### config.mk
export PLATFORM = sky130hd
export DESIGN_NAME = qpc_counter_top
export DESIGN_NICKNAME = d
export VERILOG_FILES = /design/src/hdl/qpc_pkg.sv /design/src/hdl/qpc_in_filter.sv /design/src/hdl/qpc_counter_top.sv
export SDC_FILE = /design/constraint.sdc
export NUM_CORES = 1
export LEC_CHECK = 0
export ABC_CLOCK_PERIOD_IN_PS = 14450
export BUFFER_PORTS_ARGS = -buffer_cell sky130_fd_sc_hd__buf_4
export CORE_MARGIN = 3
export CORE_UTILIZATION = 40
export CTS_CLUSTER_DIAMETER = 40
export CTS_CLUSTER_SIZE = 24
export DETAILED_ROUTE_END_ITERATION = 10
export HOLD_SLACK_MARGIN = 0.08
export PLACE_DENSITY = 0.67
export SKIP_CTS_REPAIR_TIMING = 1
export SYNTH_ARGS = -nofsm -noshare
export SYNTH_HDL_FRONTEND = slang
export SYNTH_HIERARCHICAL = 1
export SYNTH_SLANG_ARGS = --single-unit
### constraint.sdc
create_clock -name i_sys_clk -period 14.45 [get_ports i_sys_clk]
set_input_delay 2.89 -clock i_sys_clk [delete_from_list [all_inputs] [get_ports i_sys_clk]]
set_output_delay 2.89 -clock i_sys_clk [all_outputs]
set_load 0.02 [all_outputs]
### src/hdl/qpc_pkg.sv
// constants shared by the quad pulse counter design files
package qpc_pkg;

	// register bus geometry
	localparam int          ADDR_W        = 8;
	localparam int          DATA_W        = 16;
	localparam int          NCH           = 4;

	// word offsets on the register port
	localparam logic [7:0]  OFS_STATUS    = 8'h00;
	localparam logic [7:0]  OFS_ERRORS    = 8'h01;
	localparam logic [7:0]  OFS_COUNT0    = 8'h02;
	localparam logic [7:0]  OFS_COUNT3    = 8'h05;
	localparam logic [7:0]  OFS_MODE0     = 8'h08;
	localparam logic [7:0]  OFS_MODE3     = 8'h0B;
	localparam logic [7:0]  OFS_TARGET0   = 8'h0C;
	localparam logic [7:0]  OFS_TARGET3   = 8'h0F;
	localparam logic [7:0]  OFS_IRQ_STAT  = 8'h10;
	localparam logic [7:0]  OFS_IRQ_MASK  = 8'h11;

	// mode word fields
	localparam int          MB_DOWN       = 0;
	localparam int          MB_REPEAT     = 1;
	localparam int          MB_DIFF       = 2;
	localparam int          MB_FAST       = 3;
	localparam int          MB_CHANGE     = 8;

	// status word fields
	localparam int          SB_READY      = 0;
	localparam int          SB_FAULT      = 1;
	localparam int          SB_OUT_LSB    = 4;
	localparam int          SB_GATE_LSB   = 8;
	localparam int          SB_TRIP_LSB   = 12;

	// interrupt status fields: bits 3:0 target reached, bit 4 trip
	localparam int          IB_TRIP       = 4;
	localparam int          IRQ_W         = 5;

	// configuration error codes
	localparam logic [3:0]  ERR_NONE      = 4'h0;
	localparam logic [3:0]  ERR_DIFF_FAST = 4'h1;
	localparam logic [3:0]  ERR_DIFF_REP  = 4'h2;
	localparam logic [3:0]  ERR_FAST_CH   = 4'h3;
	localparam logic [3:0]  ERR_SLAVE_CHG = 4'h4;
	localparam logic [3:0]  ERR_DIFF_CH   = 4'h5;
	localparam logic [3:0]  ERR_TARGET    = 4'h6;

	// reset values
	localparam logic [15:0] RST_WORD      = 16'h0000;
	localparam logic [4:0]  RST_IRQ       = 5'h00;

	// timing: input filters hold for half of the fastest legal period
	localparam int          CLK_PERIOD_NS = 50;
	localparam int          PER_NORMAL_NS = 1_000_000;
	localparam int          PER_FAST_NS   = 100_000;
	localparam int          FILT_NORMAL   = PER_NORMAL_NS / CLK_PERIOD_NS / 2;
	localparam int          FILT_FAST     = PER_FAST_NS / CLK_PERIOD_NS / 2;
	localparam logic [4:0]  INIT_CYCLES   = 5'h10;

endpackage

### src/hdl/qpc_in_filter.sv
// input synchroniser, stability filter and rising edge detector
`timescale 1ns/1ps
module qpc_in_filter (
	// clock and reset
	input  wire logic        i_sys_clk,
	input  wire logic        i_reset,
	// raw pin and filter length
	input  wire logic        i_raw,
	input  wire logic [15:0] i_limit,
	// one cycle pulse on an accepted rising edge
	output logic             o_rise
);
	typedef struct packed {
		logic        s1;
		logic        s2;
		logic        level;
		logic [15:0] cnt;
		logic        rise;
	} qpc_filt_t;

	qpc_filt_t q;
	qpc_filt_t n;

	// two stage sync, then a level must stand i_limit cycles to be taken
	always_comb begin
		n = q;
		n.s1 = i_raw;
		n.s2 = q.s1;
		n.rise = 1'b0;
		if (q.s2 != q.level) begin
			n.cnt = q.cnt + 16'h0001;
			if (n.cnt >= i_limit) begin
				n.level = q.s2;
				n.cnt = 16'h0000;
				n.rise = q.s2;
			end
		end else begin
			n.cnt = 16'h0000;
		end
	end

	// state register
	always_ff @(posedge i_sys_clk) begin
		if (i_reset) begin
			q <= '0;
		end else begin
			q <= n;
		end
	end

	assign o_rise = q.rise;
endmodule

### src/hdl/qpc_counter_top.sv
// four channel 16-bit pulse counter with register port and protection
//
// Contract
// - four independent 16-bit counters, each taking pulses up to 1 kHz
// - channel 1 may be set to take pulses up to 10 kHz
// - each counter spans 0 to 65535 accumulated pulses and wraps, short of the top of the fifth decade
// - each counter works as event or repeat counter; channels 1 and 3 also as differential counter
// - alone, a channel counts up or down, once or repetitively
// - channels 1/2 and 3/4 may join into one shared differential count
// - in a pair the lower input adds, the higher input subtracts
// - the pair's count reads in the first channel's count word
// - output on when up count hits target or down count reaches zero
// - pulses count only while that channel's gate input is high
// - overloaded outputs switch off and a common fault flag is raised
// - a tripped output stays off until the manual reset input
// - ready only after internal start-up and with the host running
// - per channel indications of output on and gate high
// - six status and count words in, one setup path out
// - one 4-bit error code per channel in the second status word
`timescale 1ns/1ps
module qpc_counter_top #(
	parameter logic [15:0] P_FILT_NORMAL = 16'(qpc_pkg::FILT_NORMAL)
) (
	// clock and reset
	input  wire logic                        i_sys_clk,
	input  wire logic                        i_reset,
	// register port
	input  wire logic [qpc_pkg::ADDR_W-1:0]  i_addr,
	input  wire logic [qpc_pkg::DATA_W-1:0]  i_wdata,
	input  wire logic                        i_wr,
	input  wire logic                        i_rd,
	output logic      [qpc_pkg::DATA_W-1:0]  o_rdata,
	// field inputs
	input  wire logic [qpc_pkg::NCH-1:0]     i_pulse,
	input  wire logic [qpc_pkg::NCH-1:0]     i_gate,
	input  wire logic [qpc_pkg::NCH-1:0]     i_out_fault,
	input  wire logic                        i_manual_reset,
	input  wire logic                        i_host_run,
	// field outputs and indicators
	output logic      [qpc_pkg::NCH-1:0]     o_target_out,
	output logic      [qpc_pkg::NCH-1:0]     o_out_led,
	output logic      [qpc_pkg::NCH-1:0]     o_gate_led,
	output logic                             o_fault_led,
	output logic                             o_ready,
	output logic                             o_irq
);
	import qpc_pkg::*;

	typedef struct packed {
		logic                  down;
		logic                  rep;
		logic                  diff;
		logic                  fast;
	} qpc_cfg_t;

	// whole block state; counts are 16 bits and wrap past 16'hFFFF, so
	// the top of the fifth decade is out of reach without host tracking
	typedef struct packed {
		logic [NCH-1:0]        gate_s1;
		logic [NCH-1:0]        gate_s2;
		logic [NCH-1:0][15:0]  mode;
		logic [NCH-1:0][15:0]  target;
		qpc_cfg_t [NCH-1:0]    cfg;
		logic [NCH-1:0][15:0]  count;
		logic [NCH-1:0]        done;
		logic [NCH-1:0]        hit;
		logic [NCH-1:0]        trip;
		logic [NCH-1:0]        pin;
		logic [15:0]           err;
		logic [4:0]            init_cnt;
		logic                  init_done;
		logic                  ready;
		logic                  fault;
		logic [IRQ_W-1:0]      irq_st;
		logic [IRQ_W-1:0]      irq_mask;
		logic                  irq;
		logic [15:0]           rdata;
	} qpc_state_t;

	qpc_state_t q;
	qpc_state_t n;

	logic [NCH-1:0]        rise;
	logic [NCH-1:0][15:0]  limit;

	// filter length per channel; only channel 1 may run fast
	always_comb begin
		for (int i = 0; i < NCH; i++) begin
			limit[i] = P_FILT_NORMAL;
		end
		if (q.cfg[0].fast) begin
			limit[0] = 16'(FILT_FAST);
		end
	end

	// one synchronising edge filter per pulse input
	genvar g;
	generate
		for (g = 0; g < NCH; g++) begin : g_in
			qpc_in_filter u_filt (
				.i_sys_clk (i_sys_clk),
				.i_reset   (i_reset),
				.i_raw     (i_pulse[g]),
				.i_limit   (limit[g]),
				.o_rise    (rise[g])
			);
		end
	endgenerate

	// check a requested mode word for channel ch against the active setup
	function automatic logic [3:0] check_mode(
		input int          ch,
		input logic [15:0] mw,
		input logic [15:0] tgt,
		input qpc_cfg_t    lead
	);
		logic [3:0] code;
		code = ERR_NONE;
		// codes in order of precedence: fast with differential on channel 1,
		// differential with repeat, fast off channel 1, a change on a
		// follower whose leader is differential, differential on a
		// follower, and a zero target
		if (ch == 0 && mw[MB_DIFF] && mw[MB_FAST]) begin
			code = ERR_DIFF_FAST;
		end else if (ch[0] == 1'b0 && mw[MB_DIFF] && mw[MB_REPEAT]) begin
			code = ERR_DIFF_REP;
		end else if (ch != 0 && mw[MB_FAST]) begin
			code = ERR_FAST_CH;
		end else if (ch[0] == 1'b1 && lead.diff) begin
			code = ERR_SLAVE_CHG;
		end else if (ch[0] == 1'b1 && mw[MB_DIFF]) begin
			code = ERR_DIFF_CH;
		end else if (tgt == RST_WORD) begin
			code = ERR_TARGET;
		end
		return code;
	endfunction

	// count a channel starts from: a lone down counter starts at its target
	function automatic logic [15:0] start_count(
		input logic [15:0] mw,
		input logic [15:0] tgt
	);
		logic [15:0] val;
		val = RST_WORD;
		if (mw[MB_DOWN] && !mw[MB_DIFF]) begin
			val = tgt;
		end
		return val;
	endfunction

	// next state of the whole block
	always_comb begin
		logic [NCH-1:0] en;
		logic [NCH-1:0] slave;
		logic [15:0]    c;
		logic [3:0]     code;
		logic [1:0]     idx;
		logic [1:0]     mate;
		logic           up;
		logic           dn;
		logic [IRQ_W-1:0] ev;
		en = '0;
		slave = '0;
		c = RST_WORD;
		code = ERR_NONE;
		idx = 2'd0;
		mate = 2'd0;
		up = 1'b0;
		dn = 1'b0;
		ev = '0;
		n = q;

		// gate synchronisers and start-up sequencing
		// start-up counts INIT_CYCLES clocks, then ready follows the host
		n.gate_s1 = i_gate;
		n.gate_s2 = q.gate_s1;
		if (!q.init_done) begin
			n.init_cnt = q.init_cnt + 5'h01;
			n.init_done = (n.init_cnt == INIT_CYCLES);
		end
		n.ready = q.init_done && i_host_run;

		// enabled pulses and differential followers
		for (int i = 0; i < NCH; i++) begin
			en[i] = rise[i] && q.gate_s2[i];
			slave[i] = (i % 2 == 1) && q.cfg[i - (i % 2)].diff;
		end

		// counting per channel: a pair leader follows both inputs, a
		// follower reads zero, and a lone channel stops at its end point
		// unless it repeats
		for (int i = 0; i < NCH; i++) begin
			// a pair counts in its lower channel; pulses on both cancel
			if (q.cfg[i].diff && !slave[i] && i % 2 == 0) begin
				up = en[i];
				dn = en[i ^ 1];
				c = q.count[i];
				if (up && !dn) begin
					c = q.count[i] + 16'h0001;
				end else if (dn && !up) begin
					c = q.count[i] - 16'h0001;
				end
				n.count[i] = c;
				n.hit[i] = (c == q.target[i]);
			end else if (slave[i]) begin
				n.count[i] = RST_WORD;
				n.hit[i] = 1'b0;
			end else if (en[i] && !q.done[i]) begin
				if (q.hit[i] && q.cfg[i].rep) begin
					n.hit[i] = 1'b0; // repeat output drops on the next pulse
				end
				if (!q.cfg[i].down) begin
					c = q.count[i] + 16'h0001;
					if (c == q.target[i]) begin
						n.hit[i] = 1'b1;
						n.count[i] = q.cfg[i].rep ? RST_WORD : c;
						n.done[i] = !q.cfg[i].rep;
					end else begin
						n.count[i] = c;
					end
				end else begin
					c = q.count[i] - 16'h0001;
					if (c == RST_WORD) begin
						n.hit[i] = 1'b1;
						n.count[i] = q.cfg[i].rep ? q.target[i] : c;
						n.done[i] = !q.cfg[i].rep;
					end else begin
						n.count[i] = c;
					end
				end
			end
		end

		// output protection: fault sets the trip, manual reset clears it
		for (int i = 0; i < NCH; i++) begin
			if (i_out_fault[i]) begin
				n.trip[i] = 1'b1;
			end else if (i_manual_reset) begin
				n.trip[i] = 1'b0;
			end
			n.pin[i] = n.hit[i] && !n.trip[i];
			ev[i] = n.hit[i] && !q.hit[i];
		end
		n.fault = |n.trip;
		ev[IB_TRIP] = |(n.trip & ~q.trip);

		// register writes; bit 8 rising in a mode word applies the setup, so
		// a host that leaves bit 8 set cannot apply twice by accident
		if (i_wr) begin
			idx = i_addr[1:0];
			mate = {i_addr[1], 1'b1};
			if (i_addr >= OFS_MODE0 && i_addr <= OFS_MODE3) begin
				n.mode[idx] = i_wdata;
				if (i_wdata[MB_CHANGE] && !q.mode[idx][MB_CHANGE]) begin
					code = check_mode(int'(idx), i_wdata, q.target[idx],
						q.cfg[{idx[1], 1'b0}]);
					n.err[idx*4 +: 4] = code;
					if (code == ERR_NONE) begin
						// a good setup restarts the channel
						n.cfg[idx].down = i_wdata[MB_DOWN];
						n.cfg[idx].rep = i_wdata[MB_REPEAT];
						n.cfg[idx].diff = i_wdata[MB_DIFF];
						n.cfg[idx].fast = i_wdata[MB_FAST];
						n.count[idx] = start_count(i_wdata, q.target[idx]);
						n.done[idx] = 1'b0;
						n.hit[idx] = 1'b0;
						n.pin[idx] = 1'b0;
						if (i_wdata[MB_DIFF]) begin
							n.count[idx + 2'd1] = RST_WORD;
							n.done[idx + 2'd1] = 1'b0;
							n.hit[idx + 2'd1] = 1'b0;
							n.pin[idx + 2'd1] = 1'b0;
						end
						// leaving differential frees the follower again
						if (!i_wdata[MB_DIFF] && q.cfg[idx].diff) begin
							n.count[mate] = q.cfg[mate].down
								? q.target[mate] : RST_WORD;
							n.done[mate] = 1'b0;
							n.hit[mate] = 1'b0;
							n.pin[mate] = 1'b0;
						end
					end
				end
			end else if (i_addr >= OFS_TARGET0 && i_addr <= OFS_TARGET3) begin
				n.target[idx] = i_wdata;
			end else if (i_addr == OFS_IRQ_STAT) begin
				n.irq_st = q.irq_st & ~i_wdata[IRQ_W-1:0];
			end else if (i_addr == OFS_IRQ_MASK) begin
				n.irq_mask = i_wdata[IRQ_W-1:0];
			end
		end
		// new events win over a clear in the same cycle
		n.irq_st = n.irq_st | ev;
		n.irq = |(n.irq_st & n.irq_mask);

		// read data, valid in the cycle after the read strobe
		// unmapped words and idle cycles read as zero
		n.rdata = RST_WORD;
		if (i_rd) begin
			if (i_addr == OFS_STATUS) begin
				n.rdata[SB_READY] = q.ready;
				n.rdata[SB_FAULT] = q.fault;
				n.rdata[SB_OUT_LSB +: NCH] = q.pin;
				n.rdata[SB_GATE_LSB +: NCH] = q.gate_s2;
				n.rdata[SB_TRIP_LSB +: NCH] = q.trip;
			end else if (i_addr == OFS_ERRORS) begin
				n.rdata = q.err;
			end else if (i_addr >= OFS_COUNT0 && i_addr <= OFS_COUNT3) begin
				n.rdata = q.count[2'(i_addr - OFS_COUNT0)];
			end else if (i_addr >= OFS_MODE0 && i_addr <= OFS_MODE3) begin
				n.rdata = q.mode[i_addr[1:0]];
			end else if (i_addr >= OFS_TARGET0 && i_addr <= OFS_TARGET3) begin
				n.rdata = q.target[i_addr[1:0]];
			end else if (i_addr == OFS_IRQ_STAT) begin
				n.rdata[IRQ_W-1:0] = q.irq_st;
			end else if (i_addr == OFS_IRQ_MASK) begin
				n.rdata[IRQ_W-1:0] = q.irq_mask;
			end
		end
	end

	// state register
	always_ff @(posedge i_sys_clk) begin
		if (i_reset) begin
			q <= '0;
		end else begin
			q <= n;
		end
	end

	// outputs straight from flip-flops
	assign o_rdata      = q.rdata;
	assign o_target_out = q.pin;
	assign o_out_led    = q.pin;
	assign o_gate_led   = q.gate_s2;
	assign o_fault_led  = q.fault;
	assign o_ready      = q.ready;
	assign o_irq        = q.irq;
endmodule

## Word level (Yosys, flattened, before mapping)

Cells that the tools add are included.

| storage, ports and cells | value |
|---|---|
| flip-flop bits (word level) | 363 |
| input port bits | 42 |
| output and inout port bits | 31 |
| logic and storage cells | 419 |

| cells by class | value |
|---|---|
| add/subtract/negate cells | 16 |
| order comparisons | 18 |
| eq/ne operators | 14 |
| shifts and indexed selects | 2 |
| mux-type cells | 181 |
| bitwise logic cells | 31 |
| reduce and logical (&&, ||, !) cells | 93 |

Operators by type and width:

| kind | number |
|---|---|
| $mux 16 | 51 |
| $mux 72 | 10 |
| $bwmux 64 | 4 |
| $add 16x1->16 const B | 8 |
| $bmux 16 s2 | 3 |
| $eq 16x16->1 | 6 |
| $bwmux 16 | 5 |
| $logic_not 16->1 | 5 |
| $and 64x64->64 | 1 |
| $demux 16 s2 | 2 |
| $not 64->64 | 1 |
| $sub 16x1->16 const B | 4 |
| $mux 20 | 3 |
| $mux 1 | 57 |
| $mux 4 | 13 |
| $ge 16x14->1 const B | 3 |
| $logic_and 1x1->1 | 41 |
| $and 4x4->4 | 10 |
| $neg 4->34 | 1 |
| $shift 4x34->16 const A | 1 |
| $shiftx 4x34->16 | 1 |
| $demux 4 s2 | 4 |
| $mux 10 | 3 |
| $mux 5 | 6 |
| 40 further kinds | 112 |

## Logic depth before layout (Yosys ltp)

| logic depth | value |
|---|---|
| depth in word-level cells | 30 |
| depth in mapped cells | 17 |
| depth with buffers taken out | 11 |

## By module

Netlist, hierarchy kept.

By module, submodules not included:

| module | instances | cells an instance | area an instance (um^2) |
|---|---|---|---|
| qpc_counter_top | 1 | 2,899 | 21,242.9 |
| qpc_in_filter (g_in[0].u_filt ...) | 3 | 138 | 1,333.8 |
| qpc_in_filter (g_in[3].u_filt) | 1 | 139 | 1,227.4 |

## Least setup slack after synthesis

Ideal clock, no wire load.

| timing path | value |
|---|---|
| path type | in2reg |
| from | in i_addr[0] (netlist name) |
| to | reg q (netlist bit o_irq) |
| setup time | 0.133 ns |
| arrival time | 6.613 ns |
| data required time | 14.317 ns |
| slack | 7.704 ns |
| stages on the path | 14 |
| buffers on the path | 5 |
| cell sequence | clkbuf_1 > buf_1 > clkbuf_1 > buf_2 > inv_1 > ha_1 > clkbuf_1 > nor4_1 > nand2_1 > mux2_2 > a31oi_1 > o2111ai_1 > a311oi_1 > a31oi_1 |

| between the ends | value |
|---|---|
| word-level cells in the longest chain between the ends | 8 |
| elaborated cells between the ends (all ways) | 17 |
| those cells by class | order compare: 4; eq/ne: 2; mux: 6; bitwise: 2; reduce/logical: 3 |

RTL lines:

| element | line | text |
|---|---|---|
| start, declared | qpc_counter_top.sv:28 | `input wire logic [qpc_pkg::ADDR_W-1:0] i_addr,` |
| $ge 8x4->1, or another cell as far along | qpc_counter_top.sv:285 | `end else if (i_addr >= OFS_TARGET0 && i_addr <= OFS_TARGET3) begin` |
| $logic_and 1x1->1, or another cell as far along | qpc_counter_top.sv:285 |  |
| $mux 10 / $mux 5 (equally long branches) | qpc_counter_top.sv:285, qpc_counter_top.sv:287 |  |
| $mux 10 * | qpc_counter_top.sv:253 | `if (i_addr >= OFS_MODE0 && i_addr <= OFS_MODE3) begin` |
| $mux 10 * | qpc_counter_top.sv:250 | `if (i_wr) begin` |
| $or 5x5->5 / $mux 10 (equally long branches) | qpc_counter_top.sv:294, qpc_counter_top.sv:250 |  |
| $and 5x5->5 * | qpc_counter_top.sv:295 | `n.irq = \|(n.irq_st & n.irq_mask);` |
| $reduce_or 5->1 * | qpc_counter_top.sv:295 |  |
| end signal, assigned | qpc_counter_top.sv:328 | `q <= n;` |
| end, declared | qpc_counter_top.sv:80 | `qpc_state_t q;` |

Every way passes the cells marked *; elsewhere a longest branch is shown, timed or not.
A chain may end at the register's enable or synchronous reset.

## Worst setup path in the final report

Ends and elaborated chain as after synthesis.

==> impl_metrics.yaml <==
status:
  status: "completed"
sta:
  period_needed_ns: 6.93
  setup-tns-final_ns: 0
  setup_viol: 0
  setup_ws_ns: 7.52
  rsz0062_at_grt: "false"
  max_freq_mhz: 144
  fin_skew_ns: 0.0424
  hold_violations: 0
  slew_headroom_pct: 14.3
  finalCritPeriodShare_pct: 48.0
  drv_slew: 0
  worst_pin_slew_ns: 1.28
worst_setup_path:
  crit_path_start: "i_addr[0]"
  cp-start-kind: "input port"
  r2r_end: "q[103]"
  ff2ff_path_depth: 10
  end_kind: "flip-flop"
  r2r_setup_slack_ns: 9.78
  arrival_ns: 7.44
  crit_required_ns: 14.96
  cp_max_fo: 50
  crit-reg2reg-launch: "q[100]"
  path_class: "input port to flip-flop"
detailed_routing:
  first_iter_violations: 3528
  routed_wl_mm: 99.6
  post-route-drc-count: 0
  avgRoutedWirePerCell_um: 23.3
  dr_total_vias: 26700
  drtPass1Iterations: 9
  vias_per_cell: 6.25
  ant_nets: 0
power_and_ir_drop:
  power_density_mw_per_mm2: 94.7
  leakagePower_nw: 10.5
  p_comb_share_pct: 9.5
  peakVddDrop_mv: 0.0970
  p_seq_share_pct: 36.7
  p_switching_uw: 825
  p_clk_share_pct: 53.8
  switching_share_pct: 29.6
  intPower_mw: 1.96
floorplanning:
  rows: 93
  die_area_mm2: 0.0693
  design.core.area_mm2: 0.0649
  die_h_um: 263
  ios: 73
  start_util_pct: 40.8
  die_x_um: 263
synth:
  ys_seq_area_share_pct: 26.9
  synth_edf_count: 0
  yosysTopAreaCellShare_pct: 26.9
  async_reset_ff_share_pct: 0
  synth_area_mm2: 0.0265
  synthCells: 3452
  synth_common_cells: "394 x nand2_1, 356 x dfxtp_1, 319 x a21oi_1"
  post_synth.cell_area_avg_um2: 7.67
  synthTopCellsByArea: "dfxtp_1 27%, a21oi_1 6.0%, nand2_1 5.6%"
  yosys.cell_count.top_type: "nand2_1"
  synthDistinctLibCells: 98
  synth_seq_cells: 356
  yosysTopAreaCell: "dfxtp_1"
  synthFlopType: "dfxtp_1"
  yosysWarnings: 6
clock_tree:
  cts_buffers: 60
  clkSinkCount: 356
  clk_pin_slew_ns: 0.06
  cts_tree: "built"
  clock_path_buffers: 3
  htree_levels: 2
  clock_insertion_delay_worst_skew_ns: 0.67
  root_buffer: "clkbuf_16"
placement:
  gp_congestion: 1.02
  port_buffers: 72
  hpwl_mm: 72.3
  dp_cells: 4162
  dp_slack_ns: 6.95
run:
  drv_cap: 0
min_path:
  holdPathStages: 1
  hold-path-endpoint: "o_gate_led[0]"
  min_from: "n[275]"
  hp-class: "flip-flop to flip-flop"
grt:
  grt_max_degree: 100
  overflow: 0
  track_usage_pct: 27.6
  grt_pass1_vias: 24400
  grt_pass1_wl_mm: 151
  grt_antenna_before_repair: 1
cells_and_area:
  fin_cells: 4276
  synthToLayoutAreaGrowth_pct: 11.2
  drive_gt1_share_pct: 10.8
  fin_nets: 3501
-- final cells by class --
cell class	count	area (um2)
clock inverters	50	641
clock buffers	63	1530
repair buffers	114	862
well taps	855	1070
fillers	6539	35500
inverters	125	469
multi-input cells	2712	17700
flip-flops and latches	356	7130
diodes	1	2.50
-- flip-flops by register name (all words and copies together), names as in the netlist --
register,cells
g_in.u_filt/o_rise,4
q,245
g_in.u_filt/n,4
o_ready,1
n,4
o_fault_led,1
o_rdata,16
g_in.u_filt/q,72
o_gate_led,4
o_irq,1
o_out_led,4
-- worst max-delay path: stages --
cell and delay [ns]:
buf_4 0.29, buf_4 0.61, ha_2 0.29, buf_4 0.45, inv_1 0.37, nor4_1 0.98
nand2_1 0.40, mux2i_1 0.35, nor2_1 0.08, a31oi_1 0.14, o2111ai_1 0.12, a311oi_1 0.27
a31oi_1 0.13
-- layer usage --
metal  part of all wire [%]  vias up  global-route usage, %  routed length (um)
li1                       -    12200                      -                   -
met1                     40    12400                   37.0               39700
met2                     41     1764                   40.1               41100
met3                     12      424                   7.26               12200
met4                    6.6        0                   15.6                6550
met5                      0        -                      0                   0
-- metrics by stage --
step / total power [mW] / instance area, um2 / util, % / hold WS (ns)
floorplan: 1.22 / 26700 / - / 0.414
global placement: 1.30 / 27300 / 42.0 / 0.418
detailed placement: 1.30 / 27300 / 42.0 / 0.423
CTS: 2.80 / 29400 / 45.4 / 0.433
global route: 2.88 / 29400 / 45.4 / 0.456
finish: 2.79 / 29400 / 45.4 / 0.433
-- logic make-up (layout without fill, tap and decap cells) --
group | after synthesis | after routing | share of synthesized area (%)
xor gates and xnor gates | 262 | 262 | 8.82
adders and majority gates | 90 | 90 | 4.25
and+or+nand+nor | 1396 | 1396 | 27.3
muxes | 102 | 102 | 6.18
other | 2 | 58 | 0.0284
buffers and inverters | 439 | 352 | 6.91
AOI/OAI and AO/OA | 805 | 805 | 19.6
DFF | 356 | 356 | 26.9
-- cells in the final DEF (no fill, tap or decap), types with 30 or more instances in the layout --
| cell | count |
|---|---|
| a21oi_1 | 319 |
| a22oi_1 | 30 |
| and3_1 | 31 |
| buf_4 | 113 |
| clkbuf_16 | 60 |
| conb_1 | 57 |
| dfxtp_1 | 355 |
| ha_1 | 88 |
| inv_1 | 124 |
| mux2i_1 | 42 |
| mux4_2 | 48 |
| nand2_1 | 394 |
| nand3_1 | 235 |
| nand4_1 | 70 |
| nor2_1 | 242 |
| nor2b_1 | 70 |
| nor3_1 | 81 |
| nor4_1 | 50 |
| o21ai_0 | 145 |
| o22ai_1 | 32 |
| or3_1 | 35 |
| xnor2_1 | 167 |
| xor2_1 | 92 |
-- how the worst max path moves through the flow --
stage,cells after the start,to
6_report,13,o_irq
5_1_grt,13,o_irq
4_1_cts,13,o_irq
3_5_place_dp,13,o_irq
3_3_place_gp,12,o_irq
2_1_floorplan,14,o_irq
-- power by group through the flow --
stage	sequential [mW]	clock (mW)	combinational (mW)
final	1.02	1.50	0.265
after global routing	1.02	1.57	0.287
after CTS	1.02	1.52	0.259
after detailed placement	1.04	0	0.257
after global placement	1.04	0	0.257
after floorplan	1.02	0	0.205
(Power assumes the default switching activity.)
